[src/vic_defines.vh]
/*
 * constants of the vectored interrupt and trap arbiter: register map,
 * control register field positions, vector numbers and reset values.
 * assumes inclusion by bare name from the design files.
 */
`ifndef VIC_DEFINES_VH
`define VIC_DEFINES_VH

// per-source control registers, one word each from this base
`define VIC_CTRL_BASE       12'h000
// processor status word image (global enable, cpu level)
`define VIC_PSW_ADDR        12'h080
// trap flag register
`define VIC_TRAP_ADDR       12'h084
// last vector taken, read only
`define VIC_VEC_ADDR        12'h088

// control register lower byte layout
`define VIC_PEND_BIT        7
`define VIC_EN_BIT          6
`define VIC_PLVL_HI         5
`define VIC_PLVL_LO         2
`define VIC_GRP_HI          1
`define VIC_GRP_LO          0
`define VIC_CTRL_RESET      8'h00

// processor status word image layout
`define VIC_PSW_IEN_BIT     11
`define VIC_PSW_LVL_HI      15
`define VIC_PSW_LVL_LO      12
`define VIC_PSW_RESET       16'h0000
`define VIC_LVL_MAX         4'hF

// trap flag register layout
`define VIC_TF_NMI          15
`define VIC_TF_STACK_OVERFLOW_FLAG        14
`define VIC_TF_STACK_UNDERFLOW_FLAG        13
`define VIC_TF_B_LO         0
`define VIC_TF_B_HI         4

// trap numbers
`define VIC_TN_RESET        7'h00
`define VIC_TN_NMI          7'h02
`define VIC_TN_STACK_OVERFLOW_FLAG        7'h04
`define VIC_TN_STACK_UNDERFLOW_FLAG        7'h06
`define VIC_TN_CLASS_B      7'h0A

// vector address = trap number * bytes per entry
`define VIC_ENTRY_SHIFT     2

`endif

[src/vic_winner.v]
/*
 * single-pass priority search over all request nodes: priority level first,
 * group level second. pure combinational.
 * assumes packed per-node fields from the same clock domain.
 */
`timescale 1ns/1ps
module vic_winner #(
    parameter N_SRC = 20,
    parameter IW    = 5
) (
    input  wire [N_SRC-1:0]   i_req,
    input  wire [N_SRC*4-1:0] i_plvl,
    input  wire [N_SRC*2-1:0] i_grp,
    output reg                o_any,
    output reg  [IW-1:0]      o_idx,
    output reg  [3:0]         o_lvl
);
    reg [5:0] best;
    reg [5:0] key;
    integer   k;

    always @* begin
        best  = 6'h00;
        key   = 6'h00;
        o_any = 1'b0;
        o_idx = {IW{1'b0}};
        o_lvl = 4'h0;
        for (k = 0; k < N_SRC; k = k + 1) begin
            // level in upper bits, group in lower bits
            key = {i_plvl[k*4 +: 4], i_grp[k*2 +: 2]};
            if (i_req[k] && (!o_any || key > best)) begin
                o_any = 1'b1;
                best  = key;
                o_idx = k[IW-1:0];
                o_lvl = i_plvl[k*4 +: 4];
            end
        end
    end
endmodule

[src/vic_arbiter.v]
/*
 * vectored interrupt and trap arbiter with apb register access.
 * assumes i_sys_clk is the cpu instruction-cycle clock, request and trap
 * event inputs are pulses from logic on the same clock, the cpu core
 * acknowledges a taken vector with i_cpu_ack, and the nmi pin is async.
 */
// Implementation choices: the APB register port and the register addresses.
// What this block does
// - twenty request nodes, sixteen priority levels
// - each source has control register, vector
// - serviced source branches to own vector
// - class b traps share one vector, flags
// - vector address is trap number times four
// - any reset vectors to zero, outranks all
// - nmi, stack overflow, underflow class a vectors
// - software trap takes seven-bit trap number
// - software trap keeps cpu level unchanged
// - arbitrate all pending requests every cycle
// - serve only if above cpu level
// - group level breaks equal-level ties
// - need source enable and global enable
// - upper byte reads zero, writes dropped
// - all low bits readable and writable
// - group value three highest, zero lowest
// - level f highest, zero lowest
// - enable zero blocks, one allows
// - pending flag shows outstanding request
// - table at low segment-zero addresses
// - hardware sets flag, entry clears it
// - push old status, then load level
`timescale 1ns/1ps
`include "vic_defines.vh"
module vic_arbiter #(
    parameter N_SRC = 20,
    parameter IW    = 5
) (
    input  wire              i_sys_clk,
    input  wire              i_rstn,
    input  wire              i_ce,
    input  wire [11:0]       i_paddr,
    input  wire              i_psel,
    input  wire              i_penable,
    input  wire              i_pwrite,
    input  wire [31:0]       i_pwdata,
    input  wire [3:0]        i_pstrb,
    output reg  [31:0]       o_prdata,
    output reg               o_pready,
    output reg               o_pslverr,
    input  wire [N_SRC-1:0]  i_src_req,
    input  wire              i_nmi_pin,
    input  wire              i_stack_overflow_flag,
    input  wire              i_stack_underflow_flag,
    input  wire [4:0]        i_class_b,
    input  wire              i_sw_trap,
    input  wire [6:0]        i_sw_trap_num,
    input  wire              i_sw_reset,
    input  wire              i_wdt_reset,
    input  wire              i_cpu_ack,
    output reg               o_vec_valid,
    output reg  [8:0]        o_vec_addr,
    output reg               o_psw_push,
    output reg  [15:0]       o_psw_old
);
    // control registers, lower byte only
    reg  [7:0]          ctrl_r [0:N_SRC-1];
    reg  [15:0]         psw_r;
    reg  [15:0]         tf_r;
    reg  [6:0]          last_tn_r;
    reg                 nmi_s1_r;
    reg                 nmi_s2_r;
    reg                 nmi_d_r;
    reg                 busy_r;
    reg                 sel_src_r;
    reg  [IW-1:0]       sel_idx_r;

    wire [N_SRC-1:0]    req_ok;
    wire [N_SRC*4-1:0]  plvl_bus;
    wire [N_SRC*2-1:0]  grp_bus;
    wire                win_any;
    wire [IW-1:0]       win_idx;
    wire [3:0]          win_lvl;
    wire                apb_wr;
    wire                apb_rd;
    wire                nmi_rise;
    wire                ctrl_hit;
    wire [2:0]          sel_code;
    wire [9:0]          word_idx;
    wire                global_request_enable;
    wire [3:0]          cpu_lvl;

    // register decode codes
    localparam [2:0] SEL_NONE = 3'h0;
    localparam [2:0] SEL_CTRL = 3'h1;
    localparam [2:0] SEL_PSW  = 3'h2;
    localparam [2:0] SEL_TRAP = 3'h3;
    localparam [2:0] SEL_VEC  = 3'h4;

    // register decode, shared by the write and the read path
    function [2:0] reg_sel;
        input [11:0] a;
        begin
            if (a < (`VIC_CTRL_BASE + 12'h004 * N_SRC[11:0])) begin
                reg_sel = SEL_CTRL;
            end else if (a == `VIC_PSW_ADDR) begin
                reg_sel = SEL_PSW;
            end else if (a == `VIC_TRAP_ADDR) begin
                reg_sel = SEL_TRAP;
            end else if (a == `VIC_VEC_ADDR) begin
                reg_sel = SEL_VEC;
            end else begin
                reg_sel = SEL_NONE;
            end
        end
    endfunction

    // a write lands once, at the completing edge where pready is high
    assign apb_wr   = i_psel && i_penable && i_pwrite && i_ce && o_pready;
    assign apb_rd   = i_psel && i_penable && !i_pwrite && i_ce;
    assign word_idx = i_paddr[11:2];
    assign sel_code = reg_sel(i_paddr);
    assign ctrl_hit = (sel_code == SEL_CTRL);
    assign global_request_enable      = psw_r[`VIC_PSW_IEN_BIT];
    assign cpu_lvl  = psw_r[`VIC_PSW_LVL_HI:`VIC_PSW_LVL_LO];
    assign nmi_rise = nmi_s2_r && !nmi_d_r;

    // vector byte address from trap number
    function [8:0] vec_of;
        input [6:0] tn;
        begin
            vec_of = {tn, 2'b00} << 0;
        end
    endfunction

    genvar g;
    generate
        for (g = 0; g < N_SRC; g = g + 1) begin : gen_src
            // request qualifies with pending flag and both enables; cpu level is checked on the winner
            assign req_ok[g] = ctrl_r[g][`VIC_PEND_BIT] && ctrl_r[g][`VIC_EN_BIT]
                               && global_request_enable;
            assign plvl_bus[g*4 +: 4] = ctrl_r[g][`VIC_PLVL_HI:`VIC_PLVL_LO];
            assign grp_bus[g*2 +: 2]  = ctrl_r[g][`VIC_GRP_HI:`VIC_GRP_LO];
        end
    endgenerate

    // group ties must be distinct by software or the lowest source index wins
    vic_winner #(
        .N_SRC (N_SRC),
        .IW    (IW)
    ) u_winner (
        .i_req  (req_ok),
        .i_plvl (plvl_bus),
        .i_grp  (grp_bus),
        .o_any  (win_any),
        .o_idx  (win_idx),
        .o_lvl  (win_lvl)
    );

    // trap number per source, arbitrary consecutive block from 18h
    function [6:0] src_tn;
        input [IW-1:0] idx;
        begin
            src_tn = 7'h18 + {2'b00, idx};
        end
    endfunction

    // nmi pin synchroniser and edge detect
    always @(posedge i_sys_clk) begin
        if (!i_rstn) begin
            nmi_s1_r <= 1'b0;
            nmi_s2_r <= 1'b0;
            nmi_d_r  <= 1'b0;
        end else if (i_ce) begin
            nmi_s1_r <= i_nmi_pin;
            nmi_s2_r <= nmi_s1_r;
            nmi_d_r  <= nmi_s2_r;
        end
    end

    // vector issue, status and control registers
    integer i;
    reg          take_hw;
    reg  [6:0]   tn_nxt;
    reg  [15:0]  psw_nxt;
    reg  [15:0]  tf_set;

    always @* begin
        take_hw = 1'b0;
        tn_nxt  = `VIC_TN_RESET;
        psw_nxt = psw_r;
        tf_set  = 16'h0000;
        tf_set[`VIC_TF_NMI]   = nmi_rise;
        tf_set[`VIC_TF_STACK_OVERFLOW_FLAG] = i_stack_overflow_flag;
        tf_set[`VIC_TF_STACK_UNDERFLOW_FLAG] = i_stack_underflow_flag;
        tf_set[`VIC_TF_B_HI:`VIC_TF_B_LO] = i_class_b;
        if (i_sw_reset || i_wdt_reset) begin
            tn_nxt  = `VIC_TN_RESET;
            take_hw = 1'b1;
            psw_nxt = `VIC_PSW_RESET;
        end else if (nmi_rise || tf_r[`VIC_TF_NMI]) begin
            tn_nxt  = `VIC_TN_NMI;
            take_hw = 1'b1;
        end else if (i_stack_overflow_flag || tf_r[`VIC_TF_STACK_OVERFLOW_FLAG]) begin
            tn_nxt  = `VIC_TN_STACK_OVERFLOW_FLAG;
            take_hw = 1'b1;
        end else if (i_stack_underflow_flag || tf_r[`VIC_TF_STACK_UNDERFLOW_FLAG]) begin
            tn_nxt  = `VIC_TN_STACK_UNDERFLOW_FLAG;
            take_hw = 1'b1;
        end else if ((|i_class_b) || (|tf_r[`VIC_TF_B_HI:`VIC_TF_B_LO])) begin
            tn_nxt  = `VIC_TN_CLASS_B;
            take_hw = 1'b1;
        end
        // hardware traps other than reset run at the top cpu level
        if (take_hw && !(i_sw_reset || i_wdt_reset)) begin
            psw_nxt[`VIC_PSW_LVL_HI:`VIC_PSW_LVL_LO] = `VIC_LVL_MAX;
        end
    end

    always @(posedge i_sys_clk) begin
        if (!i_rstn) begin
            for (i = 0; i < N_SRC; i = i + 1) begin
                ctrl_r[i] <= `VIC_CTRL_RESET;
            end
            psw_r       <= `VIC_PSW_RESET;
            tf_r        <= 16'h0000;
            last_tn_r   <= `VIC_TN_RESET;
            busy_r      <= 1'b1;
            sel_src_r   <= 1'b0;
            sel_idx_r   <= {IW{1'b0}};
            o_vec_valid <= 1'b1;
            o_vec_addr  <= 9'h000;
            o_psw_push  <= 1'b0;
            o_psw_old   <= 16'h0000;
        end else if (i_ce) begin
            o_psw_push <= 1'b0;
            // hardware sets pending flags; set wins over a software clear
            for (i = 0; i < N_SRC; i = i + 1) begin
                if (apb_wr && ctrl_hit && word_idx == i && i_pstrb[0]) begin
                    ctrl_r[i] <= i_pwdata[7:0];
                end
                if (i_src_req[i]) begin
                    ctrl_r[i][`VIC_PEND_BIT] <= 1'b1;
                end
            end
            if (apb_wr && sel_code == SEL_PSW) begin
                if (i_pstrb[0]) psw_r[7:0] <= i_pwdata[7:0];
                if (i_pstrb[1]) psw_r[15:8] <= i_pwdata[15:8];
            end
            // trap flags: software clears by writing ones, events win
            if (apb_wr && sel_code == SEL_TRAP) begin
                tf_r <= (tf_r & ~i_pwdata[15:0]) | tf_set;
            end else begin
                tf_r <= tf_r | tf_set;
            end
            if (busy_r) begin
                if (i_cpu_ack) begin
                    busy_r      <= 1'b0;
                    o_vec_valid <= 1'b0;
                    if (sel_src_r) begin
                        // entry clears the flag, set still wins
                        if (!i_src_req[sel_idx_r]) begin
                            ctrl_r[sel_idx_r][`VIC_PEND_BIT] <= 1'b0;
                        end
                    end
                end
            end else if (take_hw) begin
                // traps are not gated by global enable
                busy_r      <= 1'b1;
                sel_src_r   <= 1'b0;
                o_vec_valid <= 1'b1;
                o_vec_addr  <= vec_of(tn_nxt);
                last_tn_r   <= tn_nxt;
                o_psw_push  <= (tn_nxt != `VIC_TN_RESET);
                o_psw_old   <= psw_r;
                psw_r       <= psw_nxt;
                if (tn_nxt == `VIC_TN_NMI) tf_r[`VIC_TF_NMI] <= 1'b0;
            end else if (i_sw_trap) begin
                busy_r      <= 1'b1;
                sel_src_r   <= 1'b0;
                o_vec_valid <= 1'b1;
                o_vec_addr  <= vec_of(i_sw_trap_num);
                last_tn_r   <= i_sw_trap_num;
                o_psw_push  <= 1'b1;
                o_psw_old   <= psw_r;
            end else if (win_any && win_lvl > cpu_lvl) begin
                busy_r      <= 1'b1;
                sel_src_r   <= 1'b1;
                sel_idx_r   <= win_idx;
                o_vec_valid <= 1'b1;
                o_vec_addr  <= vec_of(src_tn(win_idx));
                last_tn_r   <= src_tn(win_idx);
                o_psw_push  <= 1'b1;
                o_psw_old   <= psw_r;
                psw_r[`VIC_PSW_LVL_HI:`VIC_PSW_LVL_LO] <= win_lvl;
            end
        end
    end

    // apb slave: one wait state, read data and error stand with pready
    always @(posedge i_sys_clk) begin
        if (!i_rstn) begin
            o_prdata  <= 32'h0000_0000;
            o_pready  <= 1'b0;
            o_pslverr <= 1'b0;
        end else if (i_ce) begin
            o_pready  <= i_psel && i_penable && !o_pready;
            o_pslverr <= 1'b0;
            if (apb_rd && !o_pready) begin
                case (sel_code)
                    SEL_CTRL: begin
                        o_prdata <= {24'h000000, ctrl_r[word_idx[IW-1:0]]};
                    end
                    SEL_PSW: begin
                        o_prdata <= {16'h0000, psw_r};
                    end
                    SEL_TRAP: begin
                        o_prdata <= {16'h0000, tf_r};
                    end
                    SEL_VEC: begin
                        o_prdata <= {23'h000000, vec_of(last_tn_r)};
                    end
                    default: begin
                        o_prdata  <= 32'h0000_0000;
                        o_pslverr <= 1'b1;
                    end
                endcase
            end
        end
    end
endmodule

[config.mk]
export PLATFORM = sky130hd
export DESIGN_NAME = vic_arbiter
export DESIGN_NICKNAME = d
export VERILOG_FILES = /design/src/vic_winner.v /design/src/vic_arbiter.v
export VERILOG_INCLUDE_DIRS = /design/src
export SDC_FILE = /design/constraint.sdc
export NUM_CORES = 1
export LEC_CHECK = 0
export BUFFER_PORTS_ARGS = -buffer_cell sky130_fd_sc_hd__buf_2
export CAP_MARGIN = 20
export CORE_MARGIN = 3
export CORE_UTILIZATION = 40
export CTS_CLUSTER_SIZE = 25
export DETAILED_ROUTE_END_ITERATION = 12
export SLEW_MARGIN = 20
export SYNTH_ARGS = -nofsm -noshare
export SYNTH_HDL_FRONTEND = slang
export SYNTH_HIERARCHICAL = 1
export SYNTH_SLANG_ARGS = --single-unit
[constraint.sdc]
create_clock -name i_sys_clk -period 55.6 [get_ports i_sys_clk]
set_input_delay 8.34 -clock i_sys_clk [delete_from_list [all_inputs] [get_ports i_sys_clk]]
set_output_delay 8.34 -clock i_sys_clk [all_outputs]
set_load 0.05 [all_outputs]
# Word level (Yosys, flattened, before mapping)
# Memories as Yosys holds them, arrays and structs flattened.
# Index checks and enable logic that the tools add are counted.
# op_classes
addsub	1
n_lt_le_gt_ge	22
eq_ne	30
n_mux	342
n_bitwise	47
n_reduce_logical	173
# ops
op	count
$mux 1	234
$mux 8	22
$mux 4	37
$gt 6x6->1	19
$mux 6	19
$logic_and 1x1->1	113
$mux 16	7
$eq 10x4->1 const B	8
$pmux 16 s4	1
$eq 10x3->1 const B	4
$eq 10x5->1 const B	4
$or 1x1->1	40
$eq 12x8->1 const B	3
$or 16x16->16	2
$mux 9	3
$logic_or 1x1->1	24
$mux 3	8
$logic_not 1->1	23
$mux 7	3
$eq 10x2->1 const B	2
$mux 5	4
$and 16x16->16	1
$not 16->16	1
$lt 12x7->1 const B	1
other kinds (24)	32
# word_totals
reg_bits	110
ramBits	160
input_bits	93
output_inout_bits	61
elab_cells	633
memories	1
# memory_table
name	depth	width	rd	rd_clocked_by_memory_dff	wr	line_no	rtl
ctrl_r	20	8	21	0	21	vic_arbiter.v:65	reg [7:0] ctrl_r [0:N_SRC-1];

# Longest topological paths before layout
# An unclocked memory read counts as a cell.
# logic_depth
depth_word	86
ltp_mapped	199
mapped_depth_nobuf	186

# Cells and area by module
# Netlist, hierarchy kept.
# modules_own_cells
module	instances	cells_per_inst	area_per_inst_um2	seq_area_each_um2
vic_arbiter	1	1103	11835.1	6306.0
vic_winner	1	848	5964.5	0.0

# Worst setup path before layout
# No wires, ideal clock.
# synth_path
path_type	reg2reg
from	reg psw_r[11]
to	reg o_psw_old[10]
t_arrival_ns	33.440
t_required_ns	55.474
path_slack_ns	22.033
path_stages_with_launch	178
path_cell_list	dfxtp_1 -> clkbuf_1 -> and3_1 -> buf_4 -> and2_1 -> inv_1 -> ha_1 -> nand4_1 -> o21bai_1 -> a31oi_1 -> nand2_1 -> o21ai_0 -> inv_1 -> ha_1 -> and3_1 -> o21ai_0 -> a31o_1 -> mux2_2 -> [... 142 more ...] -> o21a_1 -> o21a_1 -> o21ai_0 -> nand2b_1 -> a21oi_1 -> a31oi_1 -> o21a_1 -> or3_1 -> o21ai_0 -> o21ba_1 -> ha_1 -> nor2b_1 -> o211a_1 -> o211a_1 -> o31a_1 -> clkbuf_1 -> buf_2 -> mux2i_1
# synth_via
elab_chain_len	82
word_cells_on_any_way	159
classes_between	order compare (20); mux (59); reduce/logical (80)
# synth_lines
element	line_no	rtl
start, declared	vic_arbiter.v:66	reg [15:0] psw_r;
start signal, assigned	vic_arbiter.v:223	psw_r <= `VIC_PSW_RESET;
start signal, assigned	vic_arbiter.v:246	if (i_pstrb[1]) psw_r[15:8] <= i_pwdata[15:8];
start signal, assigned	vic_arbiter.v:274	psw_r <= psw_nxt;
$logic_and 1x1->1 (*)	vic_arbiter.v:138	assign req_ok[g] = ctrl_r[g][`VIC_PEND_BIT] && ctrl_r[g][`VIC_EN_BIT]
via req_ok[0]	vic_arbiter.v:76	wire [N_SRC-1:0] req_ok;
$mux 6 or $mux 1 (tied branches)	vic_winner.v:31	if (i_req[k] && (!o_any || key > best)) begin
$gt 6x6->1 or $logic_not 1->1 (tied branches)	vic_winner.v:31	
$logic_or 1x1->1	vic_winner.v:31	
$logic_and 1x1->1	vic_winner.v:31	
$mux 6 or $mux 1 (tied branches)	vic_winner.v:31	
$gt 6x6->1 or $logic_not 1->1 (tied branches)	vic_winner.v:31	
[... 68 more ...]	--	
$logic_or 1x1->1	vic_winner.v:31	
$logic_and 1x1->1	vic_winner.v:31	
$mux 4 (*)	vic_winner.v:31	
via win_lvl[1]	vic_arbiter.v:81	wire [3:0] win_lvl;
$gt 4x4->1 (*)	vic_arbiter.v:284	end else if (win_any && win_lvl > cpu_lvl) begin
$logic_and 1x1->1 (*)	vic_arbiter.v:284	
$reduce_bool 3->1 (no line) (*)	--	
$reduce_and 3->1 (no line) (*)	--	
end signal, assigned	vic_arbiter.v:273	o_psw_old <= psw_r;
end signal, assigned	vic_arbiter.v:283	o_psw_old <= psw_r;
end signal, assigned	vic_arbiter.v:292	o_psw_old <= psw_r;
end, declared	vic_arbiter.v:62	output reg [15:0] o_psw_old
# Mark *: on every way through the listed nets, which the timed path passes. The rest lies on a longest branch.
# A chain may end at the register's enable or synchronous reset.

==> impl_metrics.tcl <==
set metrics [dict create \
    status "finished clean" \
    via_per_inst 6.04 \
    drt_iter0_drc 1686 \
    grt_first_pass_wirelength_microns 89600 \
    chipHeight_microns 217 \
    holdBufCountCts 0 \
    grt_antenna_before_repair 5 \
    power.static_leakage_nw 7.67 \
    grt_usage 0.239 \
    num_rows 76 \
    clk_latency_ns 0.53 \
    worst_pin_slew_ns 1.18 \
    post-route-min-period_ns 39.28 \
    crit_arrival_ns 39.74 \
    skew_ns 0.0121 \
    wl_per_cell_microns 22.1 \
    slew_headroom 0.207 \
    dp_cells 2572 \
    async_reset_ff_frac 0 \
    clockBufferDepth 3 \
    final_nets 2205 \
    cts_setup_buffers 0 \
    clkTransAtPathRegs_ns 0.07 \
    hp-class "flip-flop to flip-flop" \
    start_kind "flip-flop" \
    critical_path_class "flip-flop to flip-flop" \
    path_buf_inv 17 \
    hold_depth 2 \
    die_area_sq_mm 0.0471 \
    cp.depth 173 \
    cts-htree-levels 1 \
    final_util 0.451 \
    start_util 0.409 \
    finalSetupViolCount 0 \
    fill_cells 4383 \
    cpPeakStageDelay_ns 0.79 \
    hold_viol 0 \
    irDropWorstVdd_mv 0.0202 \
    drive_above_1_share 0.155 \
    cp_top_family "compound AO/OA/AOI/OAI gates" \
    first_global_vias 15200 \
    cp_slowest_cell "a41oi_2" \
    synthCells 1951 \
    synth_warnings 6 \
    synth-edff-count 140 \
    rsz0062_at_grt "false" \
    synth_cell_types 112 \
    worstPathRequired_ns 56.06 \
    gp_congestion 0.954 \
    worst_r2r_path_depth 173 \
    path_max_fanout 20 \
    end_kind "flip-flop" \
    cts.sinks 245 \
    slew_viol_final 0 \
    cts_resized 0 \
    grt-ovfl-total 0 \
    postRouteWirelength_microns 57900 \
    postRouteAntennaNets 0 \
    via_count 15800 \
    fmaxAchievable_mhz 25.5 \
    root_buffer "clkbuf_16" \
    io_buffers 117 \
    cts_made_buffers 26 \
    grt_max_degree 58 \
    period_share 0.707 \
    synth_area_per_cell_sq_um 9.12 \
    cts_tree "done" \
    die_w_microns 217 \
    synth_flop_cell "edfxtp_1" \
    cap_viol_max_count 0 \
    p_per_area_mw_per_mm2 21.9 \
    placeableCoreArea_sq_mm 0.0436 \
    path_common_cell "ha_1" \
    drc 0 \
    place_hpwl_microns 44500 \
    mappedNetlistArea_sq_mm 0.0178 \
    io_pins 154 \
    area_growth_pct 10.3 \
    instances_no_fill 2621 \
    tns_ns 0 \
    ys_ff_latch 245 \
    ys_seq_area_frac 0.354 \
    drt-pass1-iter-count 8 \
]
flip-flops by register name (all words and copies together), names as in the netlist:
name / cells
psw_r: 16
o_vec_addr: 7
busy_r: 1
nmi_d_r: 1
nmi_s1_r: 1
sel_src_r: 1
o_psw_push: 1
ctrl_r: 160
o_psw_old: 16
o_pslverr: 1
o_vec_valid: 1
tf_r: 16
o_pready: 1
o_prdata: 16
sel_idx_r: 5
nmi_s2_r: 1
path summary, 6_finish.rpt:
path,to,from,slack [ns]
setup reg to reg,o_vec_addr[5]$_SDFFE_PN0P_,ctrl_r[0][7]$_SDFFE_PP0P_,16.32
hold / removal,tf_r[6]$_SDFFE_PN0P_,tf_r[6]$_SDFFE_PN0P_,0.43
setup / recovery,o_vec_addr[5]$_SDFFE_PN0P_,ctrl_r[0][7]$_SDFFE_PP0P_,16.32
hold reg to reg,tf_r[6]$_SDFFE_PN0P_,tf_r[6]$_SDFFE_PN0P_,0.43
tightest hold or removal path, stage by stage (launching register included):
cell     delay [ns]
dfxtp_1        0.31
nand2_1        0.05
a21oi_1        0.03
Yosys cell counts (all sizes together), types with 31 or more instances:
cell type  number  area share
mux2i          87       0.049
buf            53       0.020
nor2          225       0.048
dfxtp         105        0.12
nand3          58       0.016
ha             97       0.068
nor3           40       0.012
inv           117       0.025
nand2         199       0.042
a21oi          99       0.028
edfxtp        140        0.24
and3           31       0.011
o21ai          98       0.028
mux4           45       0.057
mux2           47       0.030
clkbuf         64       0.014
nand4          34       0.012
metrics by stage:
stage | hold slack, ns | setup slack, ns | power (W) | instance area [sq um]
after global placement | 0.419 | 17.72 | 0.000252 | 18700
final | 0.433 | 16.32 | 0.000429 | 19600
after detailed placement | 0.421 | 17.09 | 0.000253 | 18700
after floorplan | 0.411 | 22.03 | 0.000237 | 17900
after CTS | 0.432 | 16.88 | 0.000430 | 19600
after global routing | 0.450 | 13.12 | 0.000443 | 19600
layer usage:
metal  vias up  GRT usage  share of wire
li1       7364          -              -
met1      7642      0.334           0.43
met2       726      0.391           0.46
met3       103     0.0357          0.087
met4         6     0.0609          0.027
met5         -          0        0.00060
layout make-up:
type / count / area, sq um / share of cell area
clock buffer: 38 / 801 / 0.0408
antenna: 1 / 2.50 / 0.000127
timing repair buffer: 137 / 741 / 0.0377
sequential: 245 / 6310 / 0.321
multi-input combinational: 1486 / 10500 / 0.536
tap: 585 / 732 / 0.0373
inverter: 119 / 447 / 0.0227
clock inverter: 10 / 88.8 / 0.00452
power breakdown:
| group | leakage, nW | switching, W | internal, W |
|---|---|---|---|
| Combinational | 4.93 | 0.0000303 | 0.0000163 |
| Clock | 0.435 | 0.0000742 | 0.000105 |
| Sequential | 2.30 | 0.00000617 | 0.000197 |
cell usage in the layout, fill, tap and decap left out, drive strengths merged, types with 19 or more instances in the layout:
cell type	count
and2	20
inv	119
nor2b	20
edfxtp	140
mux2	47
nor3	40
a21oi	99
clkbuf	38
buf	137
nand4	34
dfxtp	105
ha	97
mux4	45
nand2b	19
or3	20
o21ai	98
and3	31
mux2i	87
nand3	58
o21a	21
nand2	199
nor2	225
logic make-up after synthesis:
| group | share of synthesized area |
|---|---|
| other cells | 0.000211 |
| xor+xnor | 0.00640 |
| simple gates | 0.199 |
| fa+ha+maj | 0.0682 |
| mux | 0.136 |
| flops | 0.354 |
| compound gates | 0.176 |
| buf+inv | 0.0593 |
No activity file was read; power rests on OpenSTA's default activity.
